<file path="src/logic/sai_pkg.sv">
// Constants for the serial audio input port: register map, fields, timing.
// Assumes an APB master on pclk and an external serial master driving the link.
package sai_pkg;
   // ==========================================
   // Register map (byte addresses)
   localparam logic [11:0] SAI_CFG_ADDR = 12'h000;
   localparam logic [11:0] SAI_LEFT_ADDR = 12'h004;
   localparam logic [11:0] SAI_RIGHT_ADDR = 12'h008;
   localparam logic [11:0] SAI_STAT_ADDR = 12'h00c;
   // ==========================================
   // Configuration register fields
   localparam int SAI_FMT_LSB = 0;
   localparam int SAI_FMT_W = 4;
   localparam int SAI_ORDER_BIT = 4;
   localparam int SAI_DELAY_BIT = 5;
   localparam int SAI_MAP1_BIT = 6;
   localparam int SAI_MAP2_BIT = 7;
   localparam logic [7:0] SAI_CFG_RESET = 8'h80;
   // Formats: I2S (one-bit delay) and left-justified (no delay)
   localparam logic [3:0] SAI_FMT_I2S = 4'h0;
   localparam logic [3:0] SAI_FMT_LJ = 4'h1;
   // Status fields
   localparam int SAI_STAT_LVALID = 0;
   localparam int SAI_STAT_RVALID = 1;
   localparam int SAI_STAT_OVR = 2;
   // ==========================================
   // Timing
   localparam int SAI_CLK_MHZ = 100;
   localparam int SAI_BCK_MIN_NS = 80;
   localparam int SAI_BCK_MIN_CYC = (SAI_BCK_MIN_NS * SAI_CLK_MHZ + 999) / 1000;
   localparam int SAI_WORD_W = 24;
endpackage : sai_pkg

</file>
<file path="src/logic/sai_rx.sv">
// Serial audio input port: link slave receiver with APB registers.
// Words go to a two-entry stream buffer and to per-channel registers.
// Assumes link clocks are asynchronous to pclk and slower than pclk/4.
// Link pins arrive from another clock domain.
`timescale 1ns/1ps
`default_nettype none
module sai_rx
   import sai_pkg::*;
#(
   parameter int WORD_W = SAI_WORD_W
)
(
   // APB
   input wire logic pclk,
   input wire logic presetn,
   input wire logic psel,
   input wire logic penable,
   input wire logic pwrite,
   input wire logic [11:0] paddr,
   input wire logic [31:0] pwdata,
   output logic [31:0] prdata,
   output logic pready,
   output logic pslverr,
   // Serial link, all inputs
   input wire logic bit_clock_in,
   input wire logic frame_clock_in,
   input wire logic serial_audio_in,
   // Sample stream to processing channels
   output logic samp_valid,
   input wire logic samp_ready,
   output logic samp_chan,
   output logic [WORD_W-1:0] samp_data
);
   // ==========================================
   // Parameter check
   generate
      if (WORD_W < 8 || WORD_W > 32)
      begin : g_word_w_bad
         $error("sai_rx: WORD_W out of range");
      end
   endgenerate

   // ==========================================
   // Synchronisers
   // Link pins change off pclk; two flops before any use
   logic [1:0] bck_sync_reg;
   logic [1:0] lrck_sync_reg;
   logic [1:0] sdi_sync_reg;
   logic bck_dly_reg;
   logic bck_prev_reg;
   logic [7:0] cfg_reg;

   always_ff @(posedge pclk or negedge presetn)
   begin
      if (!presetn)
      begin
         bck_sync_reg <= 2'b00;
         lrck_sync_reg <= 2'b00;
         sdi_sync_reg <= 2'b00;
      end
      else
      begin
         bck_sync_reg <= {bck_sync_reg[0], bit_clock_in};
         lrck_sync_reg <= {lrck_sync_reg[0], frame_clock_in};
         sdi_sync_reg <= {sdi_sync_reg[0], serial_audio_in};
      end
   end

   // Optional one-clock delay of the bit clock
   wire bck_delay_en = cfg_reg[SAI_DELAY_BIT];
   wire bck_eff = bck_delay_en ? bck_dly_reg : bck_sync_reg[1];

   always_ff @(posedge pclk or negedge presetn)
   begin
      if (!presetn)
         bck_dly_reg <= 1'b0;
      else
         bck_dly_reg <= bck_sync_reg[1];
   end

   // Previous level of the selected bit clock, for edge finding
   always_ff @(posedge pclk or negedge presetn)
   begin
      if (!presetn)
         bck_prev_reg <= 1'b0;
      else
         bck_prev_reg <= bck_eff;
   end

   // Rising bit clock is the strobing edge
   // Frame clock is taken at the same strobe as the data bit
   wire strobe = bck_eff && !bck_prev_reg;
   wire lrck_now = lrck_sync_reg[1];
   wire sdi_now = sdi_sync_reg[1];

   // ==========================================
   // Deserialiser
   logic lrck_last_reg;
   logic frame_seen_reg;
   logic [5:0] bit_cnt_reg;
   logic [WORD_W-1:0] shift_reg;
   logic cur_chan_reg;

   wire [3:0] input_format_select = cfg_reg[SAI_FMT_LSB +: SAI_FMT_W];
   wire first_bit_order = cfg_reg[SAI_ORDER_BIT];
   wire is_i2s = (input_format_select == SAI_FMT_I2S);
   // A frame clock change at a strobe closes the word in progress
   // Frame level 0 is channel 0, level 1 channel 1
   wire frame_edge = strobe && (lrck_now != lrck_last_reg);
   wire [5:0] word_w6 = 6'(WORD_W);
   wire bit_take = strobe && !frame_edge && frame_seen_reg && (bit_cnt_reg < word_w6);
   wire bit_take_first = frame_edge && !is_i2s;
   // LSB-first shifts right from the top, MSB-first shifts left
   wire [WORD_W-1:0] shift_msb = {shift_reg[WORD_W-2:0], sdi_now};
   wire [WORD_W-1:0] shift_lsb = {sdi_now, shift_reg[WORD_W-1:1]};
   wire [WORD_W-1:0] shift_next = first_bit_order ? shift_lsb : shift_msb;
   wire [WORD_W-1:0] shift_first_msb = {{(WORD_W-1){1'b0}}, sdi_now};
   wire [WORD_W-1:0] shift_first_lsb = {sdi_now, {(WORD_W-1){1'b0}}};
   wire [WORD_W-1:0] shift_first = first_bit_order ? shift_first_lsb : shift_first_msb;
   // Left-justify a short LSB-first word is not needed: word is full width
   wire word_done = frame_edge;

   always_ff @(posedge pclk or negedge presetn)
   begin
      if (!presetn)
      begin
         lrck_last_reg <= 1'b0;
         bit_cnt_reg <= 6'h00;
         shift_reg <= '0;
         cur_chan_reg <= 1'b0;
      end
      else if (frame_edge)
      begin
         lrck_last_reg <= lrck_now;
         cur_chan_reg <= lrck_now;
         bit_cnt_reg <= bit_take_first ? 6'h01 : 6'h00;
         shift_reg <= bit_take_first ? shift_first : '0;
      end
      else if (bit_take)
      begin
         bit_cnt_reg <= bit_cnt_reg + 6'h01;
         shift_reg <= shift_next;
      end
   end

   // No bits are taken before the first frame edge after reset
   always_ff @(posedge pclk or negedge presetn)
   begin
      if (!presetn)
         frame_seen_reg <= 1'b0;
      else if (frame_edge)
         frame_seen_reg <= 1'b1;
   end

   // ==========================================
   // Channel mapping and two-entry buffer
   wire map1 = cfg_reg[SAI_MAP1_BIT];
   wire map2 = cfg_reg[SAI_MAP2_BIT];
   // Map bit holds the destination channel index
   wire mapped_chan = cur_chan_reg ? map2 : map1;
   // LSB-first words land in the top bits; a short one is passed on there, not brought down
   wire [WORD_W-1:0] word_out = shift_reg;
   wire push = word_done && (bit_cnt_reg != 6'h00);

   logic [WORD_W:0] buf_mem [0:1];
   logic buf_wp_reg;
   logic buf_rp_reg;
   logic [1:0] buf_cnt_reg;
   logic ovr_reg;
   wire buf_full = (buf_cnt_reg == 2'd2);
   wire buf_empty = (buf_cnt_reg == 2'd0);
   // Full buffer still takes a word if one leaves in the same cycle
   wire do_pop = samp_valid && samp_ready;
   wire do_push = push && (!buf_full || do_pop);

   // Memory needs no reset: nothing reads it while empty
   always_ff @(posedge pclk)
   begin
      if (do_push)
         buf_mem[buf_wp_reg] <= {mapped_chan, word_out};
   end

   always_ff @(posedge pclk or negedge presetn)
   begin
      if (!presetn)
         buf_wp_reg <= 1'b0;
      else if (do_push)
         buf_wp_reg <= ~buf_wp_reg;
   end

   always_ff @(posedge pclk or negedge presetn)
   begin
      if (!presetn)
         buf_rp_reg <= 1'b0;
      else if (do_pop)
         buf_rp_reg <= ~buf_rp_reg;
   end

   // Occupancy: push and pop in one cycle leave it unchanged
   always_ff @(posedge pclk or negedge presetn)
   begin
      if (!presetn)
         buf_cnt_reg <= 2'd0;
      else
         buf_cnt_reg <= 2'(buf_cnt_reg + {1'b0, do_push} - {1'b0, do_pop});
   end

   assign samp_valid = !buf_empty;
   assign samp_chan = buf_mem[buf_rp_reg][WORD_W];
   assign samp_data = buf_mem[buf_rp_reg][WORD_W-1:0];

   // ==========================================
   // APB slave, zero wait states
   logic [WORD_W-1:0] left_reg;
   logic [WORD_W-1:0] right_reg;
   logic lvalid_reg;
   logic rvalid_reg;

   // Exact match of one register's byte address
   function automatic logic addr_is(input logic [11:0] addr, input logic [11:0] base);
      return addr == base;
   endfunction : addr_is

   wire acc = psel && penable;
   wire wr = acc && pwrite;
   wire rd = acc && !pwrite;
   wire hit_cfg = addr_is(paddr, SAI_CFG_ADDR);
   wire hit_left = addr_is(paddr, SAI_LEFT_ADDR);
   wire hit_right = addr_is(paddr, SAI_RIGHT_ADDR);
   wire hit_stat = addr_is(paddr, SAI_STAT_ADDR);
   // Unmapped offsets answer with an error, writes ignored
   wire hit_any = hit_cfg || hit_left || hit_right || hit_stat;
   wire [31:0] rd_mux =
      hit_cfg ? {24'h000000, cfg_reg} :
      hit_left ? 32'(left_reg) :
      hit_right ? 32'(right_reg) :
      hit_stat ? {29'h0, ovr_reg, rvalid_reg, lvalid_reg} : 32'h00000000;

   // Flag events; a word that finds no room is lost and flagged
   wire got_l = do_push && !mapped_chan;
   wire got_r = do_push && mapped_chan;
   wire ovr_set = push && !do_push;
   wire left_read = rd && hit_left;
   wire right_read = rd && hit_right;
   wire ovr_clear = wr && hit_stat && pwdata[SAI_STAT_OVR];
   wire lvalid_next = got_l || (lvalid_reg && !left_read);
   wire rvalid_next = got_r || (rvalid_reg && !right_read);
   wire ovr_next = ovr_set || (ovr_reg && !ovr_clear);

   // ==========================================
   // Configuration register
   always_ff @(posedge pclk or negedge presetn)
   begin
      if (!presetn)
         cfg_reg <= SAI_CFG_RESET;
      else if (wr && hit_cfg)
         cfg_reg <= pwdata[7:0];
   end

   // Latest word per processing channel
   always_ff @(posedge pclk or negedge presetn)
   begin
      if (!presetn)
      begin
         left_reg <= '0;
         right_reg <= '0;
      end
      else
      begin
         if (got_l)
            left_reg <= word_out;
         if (got_r)
            right_reg <= word_out;
      end
   end

   // Sticky flags; set wins over clear
   always_ff @(posedge pclk or negedge presetn)
   begin
      if (!presetn)
      begin
         lvalid_reg <= 1'b0;
         rvalid_reg <= 1'b0;
         ovr_reg <= 1'b0;
      end
      else
      begin
         lvalid_reg <= lvalid_next;
         rvalid_reg <= rvalid_next;
         ovr_reg <= ovr_next;
      end
   end

   // Reads return zero outside a read access
   assign prdata = rd ? rd_mux : 32'h00000000;
   assign pready = 1'b1;
   assign pslverr = acc && !hit_any;
   // No clock outputs exist: the link is receive-only slave.
endmodule : sai_rx
`default_nettype wire

</file>
<file path="config.mk">
export PLATFORM = sky130hd
export DESIGN_NAME = sai_rx
export DESIGN_NICKNAME = d
export VERILOG_FILES = /design/src/logic/sai_pkg.sv /design/src/logic/sai_rx.sv
export SDC_FILE = /design/constraint.sdc
export NUM_CORES = 1
export LEC_CHECK = 0
export ABC_AREA = 1
export CAP_MARGIN = 15
export CORE_MARGIN = 5
export CORE_UTILIZATION = 45
export CTS_BUF_LIST = sky130_fd_sc_hd__clkbuf_8
export CTS_CLUSTER_SIZE = 30
export DETAILED_ROUTE_END_ITERATION = 6
export DONT_BUFFER_PORTS = 1
export GPL_TIMING_DRIVEN = 0
export PLACE_DENSITY = 0.72
export SYNTH_ARGS = -nofsm -noshare
export SYNTH_HDL_FRONTEND = slang
export SYNTH_SLANG_ARGS = --single-unit
</file>
<file path="constraint.sdc">
create_clock -name pclk -period 6.9 [get_ports pclk]
set_clock_uncertainty 0.2 [all_clocks]
set_input_delay 0.69 -clock pclk [delete_from_list [all_inputs] [get_ports pclk]]
set_output_delay 0.69 -clock pclk [all_outputs]
set_load 0.05 [all_outputs]
</file>
# Yosys cells after proc, flatten, opt, wreduce, memory -nomap -nowiden
# Memory sizes are Yosys's and may differ from the RTL's.
# Cells that the tools add are included.
# W data, S select, Z words.
# classes
addsub	3
order_cmp	1
bitwise_logic	2
reduce_logical	48
mux	17
eq_ne	5
# op_table
op	count
$mux W24	9
$eq A12 B4 Y1 const B	2
$logic_and A1 B1 Y1	24
$eq A12 B3 Y1 const B	1
$logic_not A1 Y1	12
$logic_not A12 Y1	1
$mux W6	2
$logic_or A1 B1 Y1	7
$add A6 B1 Y6 const B	1
$lt A6 B5 Y1 const B	1
$reduce_bool A6 Y1	1
$mux W1	5
$logic_not A4 Y1	1
$mux W3	1
$add A2 B1 Y2	1
$eq A2 B2 Y1 const B	1
$logic_not A2 Y1	1
$not A1 Y1	2
$reduce_bool A2 Y1	1
$sub A2 B1 Y2	1
$ne A1 B1 Y1	1
# word_totals
ff_bits	103
out_inout_bits	60
elab_cells	95
inputBits	53
n_memories	1
ram_bits	50
# mem_list
name	words	width	read_ports	rd_ports_with_merged_regs	wr	line	text
buf_mem	2	25	1	0	1	sai_rx.sv:165	logic [WORD_W:0] buf_mem [0:1];

# Logic depth before layout (Yosys ltp)
# logic_depth
ltp_word	9
depth_mapped	12
ltp_nobuf	10

# Least setup slack after synthesis
# No wires, ideal clock.
# synth_path
path_type	input to output
start	input paddr[3]
end	output pslverr
t_arrival_ns	2.434
cell_stages	8
path_slack_ns	3.576
path_buffers	2
cell_sequence	inv_1 nor2_1 and2_1 buf_2 buf_2 nand2_1 nand2_1 nor3_1
# synth_between
elab_chain_len	6
elab_cells_between_ends	9
# synth_lines
item	line	text
start, declared	sai_rx.sv:19	input wire logic [11:0] paddr,
$eq A12 B3 Y1 or $logic_not A12 Y1 (tied branches)	sai_rx.sv:221	return addr == base;
$logic_or A1 B1 Y1 (2 in series)	sai_rx.sv:232	wire hit_any = hit_cfg || hit_left || hit_right || hit_stat;
$logic_or A1 B1 Y1 *	sai_rx.sv:232	
$logic_not A1 Y1 *	sai_rx.sv:297	assign pslverr = acc && !hit_any;
$logic_and A1 B1 Y1 *	sai_rx.sv:297	
end, declared	sai_rx.sv:23	output logic pslverr,
# Every way passes the cells marked *; elsewhere a longest branch is shown, timed or not.

# Final worst setup path
# layout_path
start	input paddr[1]
end	output prdata[11]
# layout_between
elab_chain_len	5
elab_cells_between_ends	7
# layout_lines
item	line	text
$eq A12 B4 Y1	sai_rx.sv:221	
$mux W24	sai_rx.sv:236	hit_right ? 32'(right_reg) :
$mux W24	sai_rx.sv:235	hit_left ? 32'(left_reg) :
$mux W24 *	sai_rx.sv:234	hit_cfg ? {24'h000000, cfg_reg} :
$mux W24 *	sai_rx.sv:295	assign prdata = rd ? rd_mux : 32'h00000000;
end, declared	sai_rx.sv:21	output logic [31:0] prdata,
# Marks and branches as above.

==> impl_summary.log <==
[metrics] result of the run: completed
[metrics] min Tclk post-route: 3.563 ns
[metrics] share of flip-flops with an asynchronous set or reset after synthesis: between 60% and 70%
[metrics] startpoint of the lowest-slack register-to-register path: bit_cnt_reg[0]$_DFFE_PN0P_
[metrics] Port Buffers: 0
[metrics] commonest cells in the netlist: sky130_fd_sc_hd__nand2_1, sky130_fd_sc_hd__dfrtp_1, sky130_fd_sc_hd__nand3_1
[metrics] total negative slack: 0 ns
[metrics] #FFs+latches synth: between 150 and 200
[metrics] net switching power: between 800 and 900 µW
[metrics] Period Utilization, post-route: a little over 50%
[metrics] net switching share of the total power: 37.58%
[metrics] die extent in x: ~140 µm
[metrics] remaining max-slew budget at the tightest pin: between 20% and 30%
[metrics] total power divided by cell area: around 290 nW/µm²
[metrics] share of power burned in the clock network: 30.3%
[metrics] CP arrival: 2.67 ns
[metrics] TritonCTS sink count: between 150 and 200
[metrics] highest fanout seen on the critical path: 10
[metrics] clock buffer depth: 2
[metrics] cell types occupying the most area after synthesis: sky130_fd_sc_hd__dfrtp_1, sky130_fd_sc_hd__edfxtp_1, sky130_fd_sc_hd__nand2_1, sky130_fd_sc_hd__nand3_1, sky130_fd_sc_hd__nand4_1
[metrics] unrepaired setup endpoints after global routing: no
[metrics] setup violation total in the final timing report: 0
[metrics] post-CTS clock slew at the launch and capture registers of the worst setup and hold paths: around 0.080 ns
[metrics] estimated wirelength of the detail-placed design: roughly 12000 µm
[metrics] total number of vias: 5719
[metrics] Vias per Instance: between 5 and 6
[metrics] Clock Root Buffer: sky130_fd_sc_hd__clkbuf_8
[metrics] Tightest Pin Transition: 1.176 ns
[metrics] first-pass detailed-route iteration total: 6
[metrics] worst path cell trace: nor2_4 -> nand3_1 -> inv_2 -> buf_4 -> nand3_1 -> a21oi_1
[metrics] sequential fraction of design power: 44.1%
[metrics] boundary pin count: ~110
[metrics] DRT Wirelength: roughly 18000 µm
[metrics] internal portion of total power: ~1.5 mW
[metrics] Die Ht: 137.1 µm
[metrics] Critical Setup Path Class: in -> out
[metrics] Hold Path Origin: bit_clock_in
[metrics] Die Footprint: 18810 µm²
[metrics] fraction of the yosys area taken by sequential cells: ~56%
[metrics] DRT antenna net count: 0
[metrics] insertion delay of the later-clocked pin in the worst-skew pair: approximately 0.45 ns
[metrics] CTS tree: built
[metrics] number of non-filler instances in the completed layout: ~1100
[metrics] static leakage: about 3.7 nW
[metrics] capturing element type of the critical path: output pin
[metrics] initial antenna violation count: 0
[metrics] DRC violations left: 0
[metrics] synthesized area: approximately 7300 µm²
[metrics] number of distinct standard cells referenced by the synthesized netlist: 35
[metrics] CP peak stage delay: approximately 0.95 ns
[metrics] # H-tree levels: 4
[metrics] hold violation count in the final report: 0
[metrics] placement-stage cell area: around 7600 µm²
[metrics] cell taking the most area after synthesis: sky130_fd_sc_hd__dfrtp_1
[metrics] YS warnings: 0
[metrics] part of the power in combinational logic: between 20% and 30%
[metrics] number of buffers added by the clock tree synthesis step: 17
[metrics] fraction of layout cells with a size suffix above 1: around 11%
[metrics] primary flip-flop cell chosen by synthesis mapping: sky130_fd_sc_hd__dfrtp_1
[metrics] fmax: around 280 MHz
[metrics] Most common cell on crit path: sky130_fd_sc_hd__nand3_1
[metrics] cell count after synthesis: 816
[metrics] area of the core: 15890 µm²
[metrics] GP Congestion: roughly 0.87
[metrics] reported max-cap violation count: 0
[metrics] vias in the first global route: 5200
[metrics] count of placed standard cells including taps: 1041
[metrics] design area: just over 8000 µm²
[metrics] post-layout net count: approximately 900
[metrics] CP startpoint kind: primary input
[metrics] Top reg by flops: buf_mem
[metrics] overall power of the completed layout: between 2 and 2.5 mW
[metrics] total global-route track usage: between 15 and 20%
[metrics] residual overflow from global routing: 0
[metrics] data required time of the worst path: around 6.0 ns
[metrics] Critical-path top delay cell: sky130_fd_sc_hd__a21oi_1
[metrics] fin. max-slew vios: 0
[metrics] initial detailed-routing violation count: 666
[metrics] final core area utilization: about 51%
[metrics] launching instance or port of the critical path: paddr[1]
[metrics] share of the synthesized area in the top cell type: between 30% and 40%
[metrics] worst slack at placement: between 3 and 4 ns
[metrics] pin count of the biggest net entering global routing: roughly 100
[metrics] worst supply voltage drop on vdd: between 0.2 and 0.25 mV
[metrics] final worst hold slack: around 0.062 ns
[metrics] Avg Inst Size Synth: roughly 8.9 µm²
[metrics] min setup slack post-route: roughly 3.3 ns
[metrics] starting density of the core: a little under half
[metrics] number of filler cells placed in the layout: between 1000 and 1500
[metrics] antenna diode count: 0
[metrics] count of standard-cell rows: 46
[metrics] worst hold path type: in -> reg
[metrics] count leader, synth: sky130_fd_sc_hd__nand2_1
[metrics] first-pass GRT wire length: between 20000 and 30000 µm
[metrics] routed wire length per instance: 16.44 µm
[metrics] number of enable flip-flop cells after synthesis: 50
[metrics] number of flip-flops under the largest register name: 50
[metrics] Area growth, synth to finish: 10.70%
[metrics] number of gates given a new drive strength after cts: 0
==> cells by family (layout without fill, tap and decap cells) <==
logic type	Yosys count	count (layout)	share of synthesized area [%]
and+or+nand+nor	455	455	28.71
DFF	153	153	56.09
buffers and inverters	116	152	7.860
AOI/OAI and AO/OA	79	79	5.607
xor gates and xnor gates	7	7	0.9460
adders and majority gates	4	4	0.6880
other	2	9	0.1032
==> cell type report <==
class / instances / area [µm²] / area share (%)
Clock inverter: 15 / 172.7 / 2.144
Tap cell: 216 / 270.3 / 3.356
Multi-Input combinational cell: 554 / 2651 / 32.92
Buffer: 57 / 350.3 / 4.351
Inverter: 59 / 221.5 / 2.750
Timing Repair Buffer: 4 / 72.57 / 0.9012
Sequential cell: 153 / 4080 / 50.67
Clock buffer: 17 / 234.0 / 2.906
==> cells in the final DEF (no fill, tap or decap), drive strengths merged <==
cell,netlist,routed
nand2,286,286
dfrtp,102,102
nand3,76,76
inv,58,62
nand4,58,58
o21ai,58,58
edfxtp,50,50
buf,36,39
clkbuf,21,38
nor2,29,29
a21oi,20,20
conb,2,9
clkinv,1,9
xor2,4,4
ha,4,4
bufinv,0,3
xnor2,3,3
or2,2,2
nor3,2,2
and2,1,1
and3,1,1
o22ai,1,1
dfstp,1,1
dlygate4sd3,0,1
==> power by group through the flow <==
stage / registers [mW] / clock network (mW) / logic, mW
2_1_floorplan: 1.03 / 0 / 0.498
3_3_place_gp: 1.04 / 0 / 0.575
3_5_place_dp: 1.04 / 0 / 0.587
4_1_cts: 1.03 / 0.717 / 0.603
5_1_grt: 1.03 / 0.762 / 0.645
6_report: 1.03 / 0.704 / 0.597
==> per-layer routing <==
layer,part of all wire (%),vias to the layer above,track usage [%]
met5,0,-,0
met2,49,221,30.74
met4,1.1,0,5.654
li1,-,2754,-
met3,7.5,16,4.596
met1,43,2728,26.55
==> final timing paths <==
kind,cells after the start,slack (ns),end
max,6,3.34,prdata[11]
min,0,0.06,bck_sync_reg[0]$_DFF_PN0_
max reg2reg,8,3.96,buf_mem[0][16]$_DFFE_PP_
min reg2reg,0,0.15,lrck_sync_reg[1]$_DFF_PN0_
max in group asynchronous,2,5.42,left_reg[3]$_DFFE_PN0P_
min in group asynchronous,2,0.70,bit_cnt_reg[2]$_DFFE_PN0P_
==> worst max-delay path, delay by kind of cell <==
kind / cells / cell delay [ns]
AO/OA/AOI/OAI: 1 / 0.95
AND/OR/NAND/NOR: 3 / 0.57
buffers and inverters: 2 / 0.46
==> repair_timing <==
item                                    in CTS  in global routing
endpoints found under the hold margin      103                  0
endpoints found under the setup margin       0                  0
hold buffers                                 2                  0
setup buffers                                0                  0
Power figures use the tool's default switching activity.
